$ cat src/core/bcc_pkg.sv
// constants, types and helpers shared by the charge counter files
// Operation
// [RQ1] 16-bit signed charge result readable by software
// [RQ2] result steps once per scaler converter counts
// [RQ3] reset bit clears logic and result
// [RQ4] reset bit self-clears within 40 us
// [RQ5] run bit starts, clearing stops counting
// [RQ6] stopping keeps settings and count value
// [RQ7] digital correction on unless disable bit set
// [RQ8] calibrations usable while counter runs
// [RQ9] analog calibration shorts inputs, counts offset
// [RQ10] software uses scaler one, ends calibration
// [RQ11] dither applied only with correction enabled
// [RQ12] scaler resets to one
// [RQ13] fault latches when result equals 8000 hex
// [RQ14] fault latches after 1 s undervoltage
// [RQ15] signed prescale accumulator steps result, restarts
package bcc_pkg;
    ////////////////////////////////////////////////////////////////////////
    // register byte offsets
    localparam int ADDR_W = 5;
    localparam logic [4:0] OFS_CTRL = 5'h00;
    localparam logic [4:0] OFS_SCALER = 5'h04;
    localparam logic [4:0] OFS_RESULT = 5'h08;
    localparam logic [4:0] OFS_FAULT = 5'h0C;
    localparam logic [4:0] OFS_IRQ_STAT = 5'h10;
    localparam logic [4:0] OFS_IRQ_CLR = 5'h14;
    localparam logic [4:0] OFS_IRQ_EN = 5'h18;
    localparam logic [4:0] OFS_TRIM = 5'h1C;
    ////////////////////////////////////////////////////////////////////////
    // control, fault and trim field positions
    localparam int CTRL_RUN = 0;
    localparam int CTRL_RST = 1;
    localparam int CTRL_CALDB = 2;
    localparam int CTRL_CALA = 3;
    localparam int CTRL_DITHER = 4;
    localparam int FAULT_FLAG = 0;
    localparam int FAULT_UV = 1;
    localparam int TRIM_OFS_LSB = 0;
    localparam int TRIM_GAIN_LSB = 8;
    ////////////////////////////////////////////////////////////////////////
    // widths and reset values
    localparam int SCALER_W = 15;
    localparam int RESULT_W = 16;
    localparam int SAMPLE_W = 8;
    localparam int CORR_W = 12;
    localparam int ACC_W = 18;
    localparam int GAIN_SHIFT = 7;
    localparam logic [14:0] SCALER_RST = 15'h0001;
    localparam logic [15:0] RESULT_ROLL = 16'h8000;
    localparam logic [15:0] TRIM_RST = 16'h0000;
    ////////////////////////////////////////////////////////////////////////
    // interrupt bits
    localparam int IRQ_W = 3;
    localparam int IRQ_STEP = 0;
    localparam int IRQ_RSTDONE = 1;
    localparam int IRQ_FAULT = 2;
    ////////////////////////////////////////////////////////////////////////
    // timing, 250 MHz core clock
    localparam int CLK_PERIOD_PS = 4000;
    localparam int RST_TIME_NS = 40000;
    // longest time: rounds down
    localparam int RST_CYCLES = (RST_TIME_NS * 1000) / CLK_PERIOD_PS;
    localparam int DEB_TIME_S = 1;
    // least time: rounds up; product needs 64 bits
    localparam int DEB_CYCLES = int'((64'(DEB_TIME_S) * 64'hE8D4A51000
        + 64'(CLK_PERIOD_PS) - 64'h1) / 64'(CLK_PERIOD_PS));
    localparam int RST_CNT_W = 14;
    localparam int DEB_CNT_W = 28;
    ////////////////////////////////////////////////////////////////////////
    // reset sequencer states
    typedef enum logic {RS_IDLE, RS_CLEAR} bcc_rst_state_t;
    // byte-enable merge of a write into a stored word
    function automatic logic [31:0] be_merge(input logic [31:0] old,
                                             input logic [31:0] wd,
                                             input logic [3:0] be);
        logic [31:0] m;
        m = {{8{be[3]}}, {8{be[2]}}, {8{be[1]}}, {8{be[0]}}};
        return (old & ~m) | (wd & m);
    endfunction : be_merge
endpackage : bcc_pkg

$ cat src/core/bcc_prescale.sv
// signed prescale accumulator turning converter counts into steps
module bcc_prescale (
    input wire logic core_clk,
    input wire logic srst,
    input wire logic clr,
    input wire logic run,
    input wire logic smp_valid,
    input wire logic signed [11:0] smp,
    input wire logic [14:0] scaler,
    output logic step_up_ff,
    output logic step_dn_ff
);
    logic signed [17:0] acc_ff; // running residue
    logic signed [17:0] nxt_acc; // residue after this cycle
    logic signed [17:0] sum; // residue plus new count
    logic signed [17:0] scl; // effective scaler, never zero
    logic nxt_up; // magnitude reached, positive
    logic nxt_dn; // magnitude reached, negative

    ////////////////////////////////////////////////////////////////////////
    // one step per cycle; a large residue drains on idle cycles
    always_comb begin
        scl = signed'({3'h0, (scaler == 15'h0000) ? 15'h0001 : scaler});
        sum = acc_ff + (smp_valid ? 18'(smp) : 18'sh00000);
        nxt_up = 1'b0;
        nxt_dn = 1'b0;
        nxt_acc = sum;
        if (sum >= scl) begin
            // restart toward zero, keep remainder
            nxt_up = 1'b1; // RQ15
            nxt_acc = sum - scl;
        end else if (sum <= -scl) begin
            nxt_dn = 1'b1; // RQ15
            nxt_acc = sum + scl;
        end
    end

    // accumulator frozen while stopped, cleared by counter reset
    always_ff @(posedge core_clk) begin
        if (srst || clr) begin
            acc_ff <= 18'sh00000; // RQ3
            step_up_ff <= 1'b0;
            step_dn_ff <= 1'b0;
        end else if (run) begin
            acc_ff <= nxt_acc; // RQ2
            step_up_ff <= nxt_up;
            step_dn_ff <= nxt_dn;
        end else begin
            // hold residue so a restart continues exactly
            step_up_ff <= 1'b0; // RQ6
            step_dn_ff <= 1'b0;
        end
    end
endmodule : bcc_prescale

$ cat src/core/bcc_top.sv
// charge counter core with avalon-mm register slave
module bcc_top #(
    parameter int RST_CYC = bcc_pkg::RST_CYCLES,
    parameter int DEB_CYC = bcc_pkg::DEB_CYCLES
) (
    input wire logic core_clk,
    input wire logic srst,
    input wire logic [4:0] avs_address,
    input wire logic avs_read,
    input wire logic avs_write,
    input wire logic [31:0] avs_writedata,
    input wire logic [3:0] avs_byteenable,
    output logic [31:0] avs_readdata,
    output logic avs_waitrequest,
    input wire logic fe_sample_valid,
    input wire logic signed [7:0] fe_sample,
    input wire logic uv_detect,
    output logic fe_run,
    output logic fe_reset,
    output logic fe_short,
    output logic fe_dither,
    output logic irq
);
    ////////////////////////////////////////////////////////////////////////
    // declarations
    logic wait_ff; // waitrequest, high when idle
    logic [31:0] rdata_ff; // read data register
    logic wr_go; // write taken this edge
    logic [31:0] ctrl_rd; // control word as read back
    logic run_ff; // counter_run_bit
    logic rst_bit_ff; // counter_reset_bit, self clearing
    logic caldb_ff; // digital_cal_disable
    logic cala_ff; // analog_cal_enable
    logic dither_ff; // dither_enable
    logic [14:0] scaler_ff; // count_scaler
    logic [15:0] trim_ff; // digital offset and gain trim
    logic [15:0] result_ff; // charge_result
    logic fault_ff; // count_fault_flag
    logic uv_seen_ff; // undervoltage fault source seen
    logic [2:0] irq_stat_ff; // sticky event bits
    logic [2:0] irq_en_ff; // event enables
    logic [2:0] irq_set; // events this cycle
    logic [2:0] irq_clr; // software clears this cycle
    logic [13:0] rst_cnt_ff; // reset period counter
    logic rst_done; // reset period over
    logic fault_set; // any fault source this cycle
    logic fault_clr; // software clears the flag
    logic step_up; // prescaler step up
    logic step_dn; // prescaler step down
    logic uv_hit; // debounced undervoltage
    logic clearing; // digital reset active
    logic signed [11:0] corrected; // corrected converter count
    logic signed [15:0] gain_prod; // sample times gain trim
    logic [31:0] scaler_word; // scaler after byte-lane merge
    logic [31:0] trim_word; // trim after byte-lane merge
    bcc_pkg::bcc_rst_state_t rs_ff; // reset sequencer state

    ////////////////////////////////////////////////////////////////////////
    // avalon slave handshake: one wait cycle, then one ready cycle
    always_ff @(posedge core_clk) begin
        if (srst) begin
            wait_ff <= 1'b1;
        end else if ((avs_read || avs_write) && wait_ff) begin
            wait_ff <= 1'b0;
        end else begin
            wait_ff <= 1'b1;
        end
    end

    // write lands on the edge where waitrequest is seen low
    assign wr_go = avs_write && !wait_ff;
    assign avs_waitrequest = wait_ff;

    // control word as software sees it
    always_comb begin
        ctrl_rd = 32'h00000000;
        ctrl_rd[bcc_pkg::CTRL_RUN] = run_ff;
        ctrl_rd[bcc_pkg::CTRL_RST] = rst_bit_ff;
        ctrl_rd[bcc_pkg::CTRL_CALDB] = caldb_ff;
        ctrl_rd[bcc_pkg::CTRL_CALA] = cala_ff;
        ctrl_rd[bcc_pkg::CTRL_DITHER] = dither_ff;
    end

    // read data captured with the falling waitrequest
    always_ff @(posedge core_clk) begin
        if (srst) begin
            rdata_ff <= 32'h00000000;
        end else if (avs_read && wait_ff) begin
            case (avs_address)
                bcc_pkg::OFS_CTRL: rdata_ff <= ctrl_rd;
                bcc_pkg::OFS_SCALER: rdata_ff <= {17'h00000, scaler_ff};
                // raw two's complement, upper bits zero
                bcc_pkg::OFS_RESULT: rdata_ff <= {16'h0000, result_ff}; // RQ1
                bcc_pkg::OFS_FAULT: rdata_ff <= {30'h00000000,
                                                 uv_seen_ff, fault_ff};
                bcc_pkg::OFS_IRQ_STAT: rdata_ff <= {29'h00000000,
                                                    irq_stat_ff};
                bcc_pkg::OFS_IRQ_EN: rdata_ff <= {29'h00000000, irq_en_ff};
                bcc_pkg::OFS_TRIM: rdata_ff <= {16'h0000, trim_ff};
                // unmapped and write-only offsets read zero
                default: rdata_ff <= 32'h00000000;
            endcase
        end
    end
    assign avs_readdata = rdata_ff;

    ////////////////////////////////////////////////////////////////////////
    // control bits; run and calibration may change at any time
    always_ff @(posedge core_clk) begin
        if (srst) begin
            run_ff <= 1'b0;
            caldb_ff <= 1'b0;
            cala_ff <= 1'b0;
            dither_ff <= 1'b0;
        end else if (wr_go && avs_address == bcc_pkg::OFS_CTRL
                     && avs_byteenable[0]) begin
            run_ff <= avs_writedata[bcc_pkg::CTRL_RUN]; // RQ5
            caldb_ff <= avs_writedata[bcc_pkg::CTRL_CALDB]; // RQ7
            cala_ff <= avs_writedata[bcc_pkg::CTRL_CALA]; // RQ8
            dither_ff <= avs_writedata[bcc_pkg::CTRL_DITHER];
        end
    end

    // scaler and trim words, byte lanes honoured
    assign scaler_word = bcc_pkg::be_merge({17'h00000, scaler_ff},
        avs_writedata, avs_byteenable);
    assign trim_word = bcc_pkg::be_merge({16'h0000, trim_ff},
        avs_writedata, avs_byteenable);
    always_ff @(posedge core_clk) begin
        if (srst) begin
            scaler_ff <= bcc_pkg::SCALER_RST; // RQ12
            trim_ff <= bcc_pkg::TRIM_RST;
        end else if (wr_go) begin
            if (avs_address == bcc_pkg::OFS_SCALER) begin
                scaler_ff <= scaler_word[14:0];
            end
            if (avs_address == bcc_pkg::OFS_TRIM) begin
                trim_ff <= trim_word[15:0];
            end
        end
    end

    ////////////////////////////////////////////////////////////////////////
    // reset sequencer: the bit stays set for the whole period
    assign rst_done = rs_ff == bcc_pkg::RS_CLEAR
        && rst_cnt_ff == 14'(RST_CYC - 1);
    assign clearing = rs_ff == bcc_pkg::RS_CLEAR;

    always_ff @(posedge core_clk) begin
        if (srst) begin
            rs_ff <= bcc_pkg::RS_IDLE;
            rst_bit_ff <= 1'b0;
            rst_cnt_ff <= 14'h0000;
        end else if (wr_go && avs_address == bcc_pkg::OFS_CTRL
                     && avs_byteenable[0]
                     && avs_writedata[bcc_pkg::CTRL_RST]) begin
            // a new request restarts the period
            rs_ff <= bcc_pkg::RS_CLEAR; // RQ3
            rst_bit_ff <= 1'b1;
            rst_cnt_ff <= 14'h0000;
        end else begin
            case (rs_ff)
                bcc_pkg::RS_IDLE: begin
                    rst_cnt_ff <= 14'h0000;
                end
                bcc_pkg::RS_CLEAR: begin
                    if (rst_done) begin
                        rs_ff <= bcc_pkg::RS_IDLE;
                        rst_bit_ff <= 1'b0; // RQ4
                    end else begin
                        rst_cnt_ff <= rst_cnt_ff + 14'h0001;
                    end
                end
                default: begin
                    rs_ff <= bcc_pkg::RS_IDLE;
                end
            endcase
        end
    end

    ////////////////////////////////////////////////////////////////////////
    // digital offset and gain correction of each count
    assign gain_prod = 16'(fe_sample) * 16'(signed'(trim_ff[15:8]));

    always_comb begin
        if (caldb_ff) begin
            // correction off: raw counts go straight through
            corrected = 12'(fe_sample); // RQ7
        end else begin
            corrected = 12'(fe_sample)
                - 12'(signed'(trim_ff[7:0]))
                + 12'(gain_prod >>> bcc_pkg::GAIN_SHIFT); // RQ7
        end
    end

    // prescaler counts scaler units of corrected counts
    bcc_prescale u_prescale (
        .core_clk(core_clk),
        .srst(srst),
        .clr(clearing),
        .run(run_ff),
        .smp_valid(fe_sample_valid),
        .smp(corrected),
        .scaler(scaler_ff),
        .step_up_ff(step_up),
        .step_dn_ff(step_dn)
    );

    // undervoltage must persist before it counts as battery removal
    bcc_uv_debounce #(
        .DEB_CYC(DEB_CYC)
    ) u_uv_debounce (
        .core_clk(core_clk),
        .srst(srst),
        .uv_level(uv_detect),
        .hit_ff(uv_hit)
    );

    ////////////////////////////////////////////////////////////////////////
    // charge result counter; wraps, fault flag marks the wrap
    always_ff @(posedge core_clk) begin
        if (srst || clearing) begin
            result_ff <= 16'h0000; // RQ3
        end else if (run_ff && step_up) begin
            result_ff <= result_ff + 16'h0001; // RQ2
        end else if (run_ff && step_dn) begin
            result_ff <= result_ff - 16'h0001; // RQ2
        end
    end

    // fault flag: hardware set beats software clear
    assign fault_set = result_ff == bcc_pkg::RESULT_ROLL || uv_hit;
    assign fault_clr = wr_go && avs_address == bcc_pkg::OFS_FAULT
        && avs_byteenable[0] && avs_writedata[bcc_pkg::FAULT_FLAG];

    always_ff @(posedge core_clk) begin
        if (srst) begin
            fault_ff <= 1'b0;
            uv_seen_ff <= 1'b0;
        end else begin
            if (fault_set) begin
                fault_ff <= 1'b1; // RQ13
            end else if (fault_clr) begin
                fault_ff <= 1'b0;
            end
            if (uv_hit) begin
                uv_seen_ff <= 1'b1; // RQ14
            end else if (fault_clr) begin
                uv_seen_ff <= 1'b0;
            end
        end
    end

    ////////////////////////////////////////////////////////////////////////
    // interrupt status: sticky, write-one-to-clear, set wins
    assign irq_set[bcc_pkg::IRQ_STEP] = run_ff && (step_up || step_dn);
    assign irq_set[bcc_pkg::IRQ_RSTDONE] = rst_done;
    assign irq_set[bcc_pkg::IRQ_FAULT] = fault_set && !fault_ff;
    assign irq_clr = (wr_go && avs_address == bcc_pkg::OFS_IRQ_CLR
        && avs_byteenable[0]) ? avs_writedata[2:0] : 3'h0;

    for (genvar i = 0; i < bcc_pkg::IRQ_W; i++) begin : g_irq
        always_ff @(posedge core_clk) begin
            if (srst) begin
                irq_stat_ff[i] <= 1'b0;
            end else if (irq_set[i]) begin
                irq_stat_ff[i] <= 1'b1;
            end else if (irq_clr[i]) begin
                irq_stat_ff[i] <= 1'b0;
            end
        end
    end

    // enables and the registered level output
    always_ff @(posedge core_clk) begin
        if (srst) begin
            irq_en_ff <= 3'h0;
            irq <= 1'b0;
        end else begin
            if (wr_go && avs_address == bcc_pkg::OFS_IRQ_EN
                && avs_byteenable[0]) begin
                irq_en_ff <= avs_writedata[2:0];
            end
            irq <= |(irq_stat_ff & irq_en_ff);
        end
    end

    ////////////////////////////////////////////////////////////////////////
    // front-end controls, all registered
    always_ff @(posedge core_clk) begin
        if (srst) begin
            fe_run <= 1'b0;
            fe_reset <= 1'b0;
            fe_short <= 1'b0;
            fe_dither <= 1'b0;
        end else begin
            fe_run <= run_ff; // RQ5
            fe_reset <= clearing; // RQ3
            // shorted inputs leave only the analog offset to count
            fe_short <= cala_ff; // RQ9
            // dither is useless without the digital correction
            fe_dither <= dither_ff && !caldb_ff; // RQ11
        end
    end
endmodule : bcc_top

$ cat src/core/bcc_uv_debounce.sv
// long debounce of the supply undervoltage level
module bcc_uv_debounce #(
    parameter int DEB_CYC = bcc_pkg::DEB_CYCLES
) (
    input wire logic core_clk,
    input wire logic srst,
    input wire logic uv_level,
    output logic hit_ff
);
    logic [27:0] cnt_ff; // cycles the level has held
    logic done_ff; // one hit per undervoltage episode

    ////////////////////////////////////////////////////////////////////////
    // short dips restart the count and never reach the hit
    always_ff @(posedge core_clk) begin
        if (srst || !uv_level) begin
            cnt_ff <= 28'h0000000;
            done_ff <= 1'b0;
            hit_ff <= 1'b0;
        end else if (!done_ff && cnt_ff == 28'(DEB_CYC - 1)) begin
            hit_ff <= 1'b1; // RQ14
            done_ff <= 1'b1;
        end else begin
            hit_ff <= 1'b0;
            if (!done_ff) begin
                cnt_ff <= cnt_ff + 28'h0000001;
            end
        end
    end
endmodule : bcc_uv_debounce

$ cat config.mk
export PLATFORM = sky130hd
export DESIGN_NAME = bcc_top
export DESIGN_NICKNAME = d
export VERILOG_FILES = /design/src/core/bcc_pkg.sv /design/src/core/bcc_prescale.sv /design/src/core/bcc_top.sv /design/src/core/bcc_uv_debounce.sv
export SDC_FILE = /design/constraint.sdc
export NUM_CORES = 1
export LEC_CHECK = 0
export BUFFER_PORTS_ARGS = -buffer_cell sky130_fd_sc_hd__clkbuf_2
export CAP_MARGIN = 20
export CORE_MARGIN = 2
export CORE_UTILIZATION = 62
export DETAILED_ROUTE_END_ITERATION = 7
export GPL_TIMING_DRIVEN = 1
export PLACE_DENSITY_LB_ADDON = 0.05
export SLEW_MARGIN = 20
export SYNTH_ARGS = -nofsm -noshare
export SYNTH_HDL_FRONTEND = slang
export SYNTH_SLANG_ARGS = --single-unit
$ cat constraint.sdc
create_clock -name core_clk -period 15.4 [get_ports core_clk]
set_clock_uncertainty 0.15 [all_clocks]
set_input_delay 3.85 -clock core_clk [delete_from_list [all_inputs] [get_ports core_clk]]
set_output_delay 3.85 -clock core_clk [all_outputs]
set_load 0.05 [all_outputs]
# Word level (Yosys, flattened, before mapping)
# Index checks and enable logic that the tools add are counted.
# totals
regBits,163
latchBits,0
mem_bits_rw,0
romBits,0
inputBits,55
output_inout_bits,38
word_cells,142
mem_count,0
# classes
add_sub_neg,10
n_mul,1
div,0
n_lt_le_gt_ge,2
n_eq_ne,11
n_shift,0
mux,30
bitwise,11
reduce_logical,48
# op_table
operator,count
case mux 16 bit (7 select lines),1
2-to-1 mux 18 bit,3
bitwise AND 16 bit,2
2-to-1 mux 16 bit,2
adder 28 x 1 -> 28 bit (second input constant),1
equality test 28 bit (second input constant),1
case mux 14 bit (2 select lines),1
equality test 5 bit (second input constant),4
logical AND 1 bit,20
2-to-1 mux 1 bit,19
adder 18 x 16 -> 18 bit,1
adder 18 bit,1
>= comparator 18 x 16 -> 1 bit,1
<= comparator 18 bit,1
negator 15 -> 18 bit,1
subtractor 18 x 16 -> 18 bit,1
adder 16 x 1 -> 16 bit (second input constant),1
equality test 16 bit (second input constant),1
multiplier 8 x 8 -> 16 bit,1
inverter 16 bit,1
bitwise OR 16 bit,1
nonzero test 2 bit,8
subtractor 16 x 1 -> 16 bit (second input constant),1
bitwise AND 15 bit,1
21 further kinds,38

# Logic depth before layout (Yosys ltp)
# Gate-level depths: netlist of the first run.
# logic_depth
word_depth,8
mapped_depth,49
depth_no_buf,46

# Hierarchy
# Synthesis of the first run repeated with hierarchy kept, for this count alone.
# unflattened
cells_unflattened,1678
hier_area_um2,13450.4
# by_module_without_submodules
module,instances,cells_per_inst,area_per_inst_um2,seq_area_each_um2
bcc_top,1,930,7808.7,1941.9
bcc_prescale,1,576,4170.2,400.4
bcc_uv_debounce,1,172,1471.4,600.6

# Worst setup path after synthesis of the first run
# No wires, ideal clock.
# synth_path
path_type,input port to flip-flop
start,in fe_sample[7]
end,reg u_prescale.acc_ff[6]
setup_ns,0.122
arrival_ns,13.475
required_time_ns,15.128
path_slack_ns,1.653
path_stages,44
path_buffers,3
path_cell_list,clkbuf_1 -> nand2_1 -> fa_1 -> inv_1 -> fa_1 -> inv_1 -> fa_1 -> fa_1 -> inv_1 -> ha_1 -> inv_1 -> o21bai_1 -> a21oi_1 -> nor2b_1 -> o21a_1 -> o31a_1 -> o41ai_1 -> xnor2_1 -> [... 8 more ...] -> a21o_1 -> or2_2 -> o22ai_1 -> o21bai_1 -> a21oi_1 -> xnor2_1 -> ha_1 -> clkbuf_1 -> and4_1 -> and2_1 -> and3_1 -> a211o_2 -> or2_2 -> o31a_1 -> buf_6 -> a22oi_2 -> o21ai_1 -> a221o_1
# synth_between
elab_chain_len,8
elab_cells_between_ends,12
cone_classes,add/sub: 5; mul: 1; order compare: 2; mux: 4
# synth_rtl
element,line_no,text
from (decl),bcc_top.sv:16,"input wire logic signed [7:0] fe_sample,"
multiplier 8 x 8 -> 16 bit or subtractor 8 x 8 -> 9 bit (tied branches),"bcc_top.sv:183, bcc_top.sv:191",
adder 9 x 9 -> 10 bit,bcc_top.sv:192,+ 12'(gain_prod >>> bcc_pkg::GAIN_SHIFT);
2-to-1 mux 12 bit *,bcc_top.sv:186,if (caldb_ff) begin
2-to-1 mux 18 bit *,bcc_prescale.sv:24,sum = acc_ff + (smp_valid ? 18'(smp) : 18'sh00000);
adder 18 bit *,bcc_prescale.sv:24,
adder 18 x 16 -> 18 bit or <= comparator 18 bit (tied branches),"bcc_prescale.sv:34, bcc_prescale.sv:32",
2-to-1 mux 18 bit,bcc_prescale.sv:32,end else if (sum <= -scl) begin
2-to-1 mux 18 bit *,bcc_prescale.sv:28,if (sum >= scl) begin
to (signal assigned),bcc_prescale.sv:45,acc_ff <= nxt_acc;
to (decl),bcc_prescale.sv:13,logic signed [17:0] acc_ff;
# Mark *: on every way between the ends. The rest lies on a longest branch, timed or not.
# A chain may end at the register's enable or synchronous reset.

# Worst setup path after layout of the first run
# Same ends and word-level chain as after synthesis.

==> results.yml, run 1 <==
logic_synthesis:
  syn_inst: 1581
  ys_ff_latch: 147
  synth_top_area_share_pct: 22.9
  synth-seq-area-share_pct: 22.9
  async_flop_share_pct: 0
  yosys_warnings: 0
  synth_common_cells: "nand2_1, nor2_1, dfxtp_1"
  synth_most_common_cell: "nand2_1"
  postSynthAreaPerCell_um2: 8.14
  synth_area_leader_cell: "dfxtp_1"
  syn_area_um2: 12900
  synth.distinct_cells: 84
  yosys_most_used_dff: "dfxtp_1"
  synth_edf_count: 0
  synthTopCellsByArea: "dfxtp_1, ha_1, fa_1"
worst_setup_path:
  critPathKind: "in -> reg"
  arrival_ps: 14810
  cp_slowest_cell: "fa_1"
  startpoint_type: "input port"
  worst-path-max-fanout: 17
  reg2reg_depth: 39
  cpPeakStageDelay_ps: 570
  end_kind: "flip-flop"
  crit_required_ps: 15570
detailed_routing:
  first_iter_violations: 862
  wirelength_um: 31900
  viasPerCell: 5.92
  drtAntennaViolNets: 0
  vias: 11129
  wl_per_cell_um: 17.0
  drc: 0
  firstDrtPassIters: 7
clock_tree:
  root_buffer: "clkbuf_16"
  numClockSinks: 147
  clkSlewWorstSetupHoldPaths_ps: 60
  numCtsBuffers: 17
  cts_tree: "yes"
  htree_levels: 4
  clk-insertion-delay-late_ps: 430
  cts_resized: 0
  cts_hold_buf: 0
  clockBufferDepth: 2
  postCtsSetupRepairBufs: 0
global_routing:
  grt_util_all_layers_pct: 29.9
  busiest_layer: "met2"
  grt_overflow: 0
  grt_max_degree: 69
  antenna_found_initial: 1
  met1_usage_pct: 39.6
  grt_use_met3_pct: 4.72
  grt_pass1_vias: 10718
  grtUsageMet2_pct: 49.4
  grt_pass1_wl_um: 53100
placement:
  place_hpwl_um: 25000
  portBuffers: 58
  routabilityCongestion: 0.921
  dp_cells: 1846
floorplan:
  die_h_um: 148
  core_area_um2: 20300
  io_pins: 93
  fp-row-count: 52
  start_util_pct: 63.4
  die_w_um: 148
  dieArea_um2: 21900
timing:
  setup-tns-final_ps: 0
  slew_headroom_pct: 31.0
  whs_ps: 283
  period_share_pct: 95.1
  slew_viol_final: 0
  final_hold_viol_count: 0
  rsz0062_at_grt: "no"
  setup_viol_count_final: 0
  fmax_mhz: 68.3
  fin_crit_ps: 14640
  worst_pin_slew_ps: 1030
job:
  maxCapViolations: 0
pwr:
  power.internal_uw: 677
  switching_share_pct: 32.7
  power.switching_uw: 329
  leakage_uw: 0.00598
  irDropWorstVdd_mv: 0.0778
  pwr-share-seq_pct: 37.9
  clockPowerShare_pct: 39.3
  combinationalPowerShare_pct: 22.8
  p_per_area_nw_per_um2: 73.1
final_layout:
  final_util_pct: 67.8
  layout-drive-gt1-share_pct: 7.89
  antenna_cells: 0
  fin_nets: 1835
  final_cells: 1879
  multi_input_area_um2: 9050
  syn2layout_area_growth_pct: 7.01
  n_fill_cell: 1782
  register_area_um2: 2940
min_path:
  hold_path.class: "reg -> reg"
  hold_depth: 1
status:
  outcome: "finished, final reports clean"
## worst max-delay path, delay by kind of cell
kind            cells  cell delay [ps]
fa+ha+maj           9             4020
buf+inv             6              760
simple gates       10             1900
xor+xnor            2              480
compound gates     15             3800
## cell usage in the layout (no fill, tap or decap), types with 22 or more instances in the layout
master	count
xor2_1	47
nor3_1	32
xnor2_1	64
and2_1	44
mux2i_1	24
o21ai_0	45
clkbuf_2	58
nor2_1	148
nand3_1	39
ha_1	118
and3_1	22
fa_1	66
a21o_1	29
dfxtp_1	147
nand2_1	164
a21oi_1	102
inv_1	132
## layer usage
metal | vias up | share of wire, %
met5 | - | 0.041
met4 | 2 | 3.2
met3 | 65 | 5.6
met2 | 347 | 47
met1 | 5258 | 45
li1 | 5457 | -
## kinds of logic (layout without fill, tap and decap cells)
| kind of cell | count (synthesis) | after routing | share of synthesized area, % |
|---|---|---|---|
| flops | 147 | 147 | 22.9 |
| buf+inv | 225 | 236 | 7.45 |
| other cells | 1 | 18 | 0.0291 |
| fa+ha+maj | 184 | 184 | 21.7 |
| xor+xnor | 113 | 113 | 7.90 |
| compound gates | 323 | 323 | 17.0 |
| mux | 24 | 24 | 1.87 |
| simple gates | 564 | 564 | 21.1 |
## through the flow
stage	power (uW)	cell area (um2)	setup WS, ps
5_1_grt	1050	13800	273
6_report	1010	13800	759
4_1_cts	1010	13800	869
2_1_floorplan	569	12900	1650
3_5_place_dp	615	13200	435
3_3_place_gp	612	13200	631
## path summary, 6_finish.rpt
| path | from | endpoint | slack, ps |
|---|---|---|---|
| hold / removal | u_uv_debounce.done_ff | u_uv_debounce.hit_ff | 280 |
| setup reg to reg | flip-flop | u_prescale.acc_ff[6] | 3670 |
| setup / recovery | fe_sample[7] | u_prescale.acc_ff[6] | 760 |
| hold reg to reg | u_uv_debounce.done_ff | u_uv_debounce.hit_ff | 280 |
## area by class of cell
cell class,instances,area share [%]
flip-flops and latches,147,21.4
inverters,135,3.68
clock buffers,19,3.14
multi-input cells,1226,65.8
clock inverters,13,0.890
repair buffers,69,2.71
well taps,270,2.45
## power by group through the flow
stage / Combinational, uW / Clock, uW / Sequential (uW)
global route: 251 / 415 / 381
detailed placement: 224 / 0 / 390
CTS: 226 / 399 / 381
floorplan: 179 / 0 / 391
global placement: 222 / 0 / 390
finish: 230 / 395 / 382
No activity file was read; power rests on OpenSTA's default activity.
==> run 2, diff against run 1 <==
--- a/config.mk
+++ b/config.mk
@@ -11,7 +11,8 @@
 export CORE_UTILIZATION = 62
 export DETAILED_ROUTE_END_ITERATION = 7
 export GPL_TIMING_DRIVEN = 1
-export PLACE_DENSITY_LB_ADDON = 0.05
+export HOLD_SLACK_MARGIN = 0.02
+export PLACE_DENSITY = 0.82
 export SLEW_MARGIN = 20
 export SYNTH_ARGS = -nofsm -noshare
 export SYNTH_HDL_FRONTEND = slang
==> run 2 against run 1 <==
The run now ends with design-rule violations left. Largest cell class unchanged. Global-route usage fell by 0.17 points. Critical endpoint unchanged. Register-to-register slack better by 70 ps. Maximum frequency up 0.65%.
==> results.yml, run 2 (synthesis results as in run 1) <==
status:
  outcome: "complete, but fails checks"
  violations: "design-rule violations"
floorplan:
  die_h_um: 148
  core_area_um2: 20300
  io_pins: 93
  dieArea_um2: 21900
  fp-row-count: 52
  start_util_pct: 63.4
  die_w_um: 148
clock_tree:
  clk-insertion-delay-late_ps: 430
  clkSlewWorstSetupHoldPaths_ps: 60
  clockBufferDepth: 2
  root_buffer: "clkbuf_16"
  postCtsSetupRepairBufs: 0
  cts_hold_buf: 0
  cts_tree: "yes"
  numClockSinks: 147
  cts_resized: 0
  htree_levels: 4
  numCtsBuffers: 17
placement:
  portBuffers: 58
  place_ws_ps: 485
  routabilityCongestion: 0.931
  dp_cells: 1843
  place_hpwl_um: 24700
detailed_routing:
  wirelength_um: 32000
  drc: 1
  viasPerCell: 6.02
  first_iter_violations: 1023
  vias: 11295
  drtAntennaViolNets: 0
  firstDrtPassIters: 8
  wl_per_cell_um: 17.1
min_path:
  hold_path.class: "reg -> reg"
  holdCritStartpoint: "u_uv_debounce.done_ff"
  hold_depth: 1
pwr:
  leakage_uw: 0.00598
  p_per_area_nw_per_um2: 73.8
  finalPower_uw: 1020
  irDropWorstVdd_mv: 0.0677
timing:
  slew_viol_final: 0
  period_share_pct: 94.5
  fin_crit_ps: 14550
  fmax_mhz: 68.7
  rsz0062_at_grt: "no"
  slew_headroom_pct: 26.1
  whs_ps: 274
  setup-tns-final_ps: 0
  worst_pin_slew_ps: 1100
  setup_viol_count_final: 0
  final_hold_viol_count: 0
  setup_ws_ps: 854
global_routing:
  busiest_layer: "met2"
  grt_max_degree: 69
  grt_pass1_wl_um: 52800
  grtUsageMet2_pct: 50.9
  grt_util_all_layers_pct: 29.7
  grt_overflow: 0
  antenna_found_initial: 0
  grt_use_met3_pct: 4.33
  grt_pass1_vias: 11004
  met1_usage_pct: 37.4
final_layout:
  layout-drive-gt1-share_pct: 7.79
  fin_nets: 1832
  final_cell_mix: "nand2_1, nor2_1, dfxtp_1, inv_1, ha_1"
  final_cells: 1875
  antenna_cells: 0
  layout_commonest_cell: "nand2_1"
  n_fill_cell: 1711
  syn2layout_area_growth_pct: 6.97
worst_setup_path:
  worst-path-max-fanout: 17
  end_kind: "flip-flop"
  crit_path_start: "fe_sample[2]"
  startpoint_type: "input port"
  crit_family: "compound AO/OA/AOI/OAI gates"
  cp_num_buf_inv: 5
  reg2reg_depth: 39
  crit_required_ps: 15570
  arrival_ps: 14720
  cpPeakStageDelay_ps: 570
  cp_common_cell: "ha_1"
  path_depth: 42
  cp_slowest_cell: "fa_1"
  critPathKind: "in -> reg"
job:
  maxCapViolations: 0
run 2: final timing paths:
check             slack (ps)                    to
setup / recovery         850  u_prescale.acc_ff[6]
hold / removal           270  u_uv_debounce.hit_ff
setup reg to reg        3740  u_prescale.acc_ff[6]
hold reg to reg          270  u_uv_debounce.hit_ff
run 2: power breakdown:
part | leakage, uW | internal (uW) | switching (uW)
sequential | 0.00118 | 381 | 0.828
clock | 0.000281 | 227 | 180
combinational | 0.00451 | 82.6 | 145
run 2: layout make-up:
| class | count | area (um2) | share of cell area (%) |
|---|---|---|---|
| multi-input cells | 1226 | 9050 | 65.8 |
| flip-flops and latches | 147 | 2940 | 21.4 |
| clock buffers | 17 | 425 | 3.09 |
| repair buffers | 66 | 350 | 2.54 |
| well taps | 270 | 338 | 2.45 |
| clock inverters | 14 | 148 | 1.07 |
| inverters | 135 | 507 | 3.68 |
run 2: metal layers:
metal | part of all wire [%] | wire length, um
met3 | 5.9 | 1910
met4 | 3.9 | 1250
met1 | 42 | 13500
met2 | 48 | 15400
met5 | 0 | 0
run 2: worst register-to-register path, delay by kind of cell (launching register included):
| family | cells | cell delay (ps) |
|---|---|---|
| fa+ha+maj | 9 | 3950 |
| flops | 1 | 690 |
| compound gates | 17 | 4240 |
| simple gates | 9 | 1740 |
| xor+xnor | 2 | 440 |
| buf+inv | 2 | 310 |
run 2: through the flow:
stage	cell area, um2	utilization, %
final	13800	67.8
after global routing	13800	67.8
after CTS	13800	67.7
after detailed placement	13200	64.9
after global placement	13200	64.9
after floorplan	12900	-
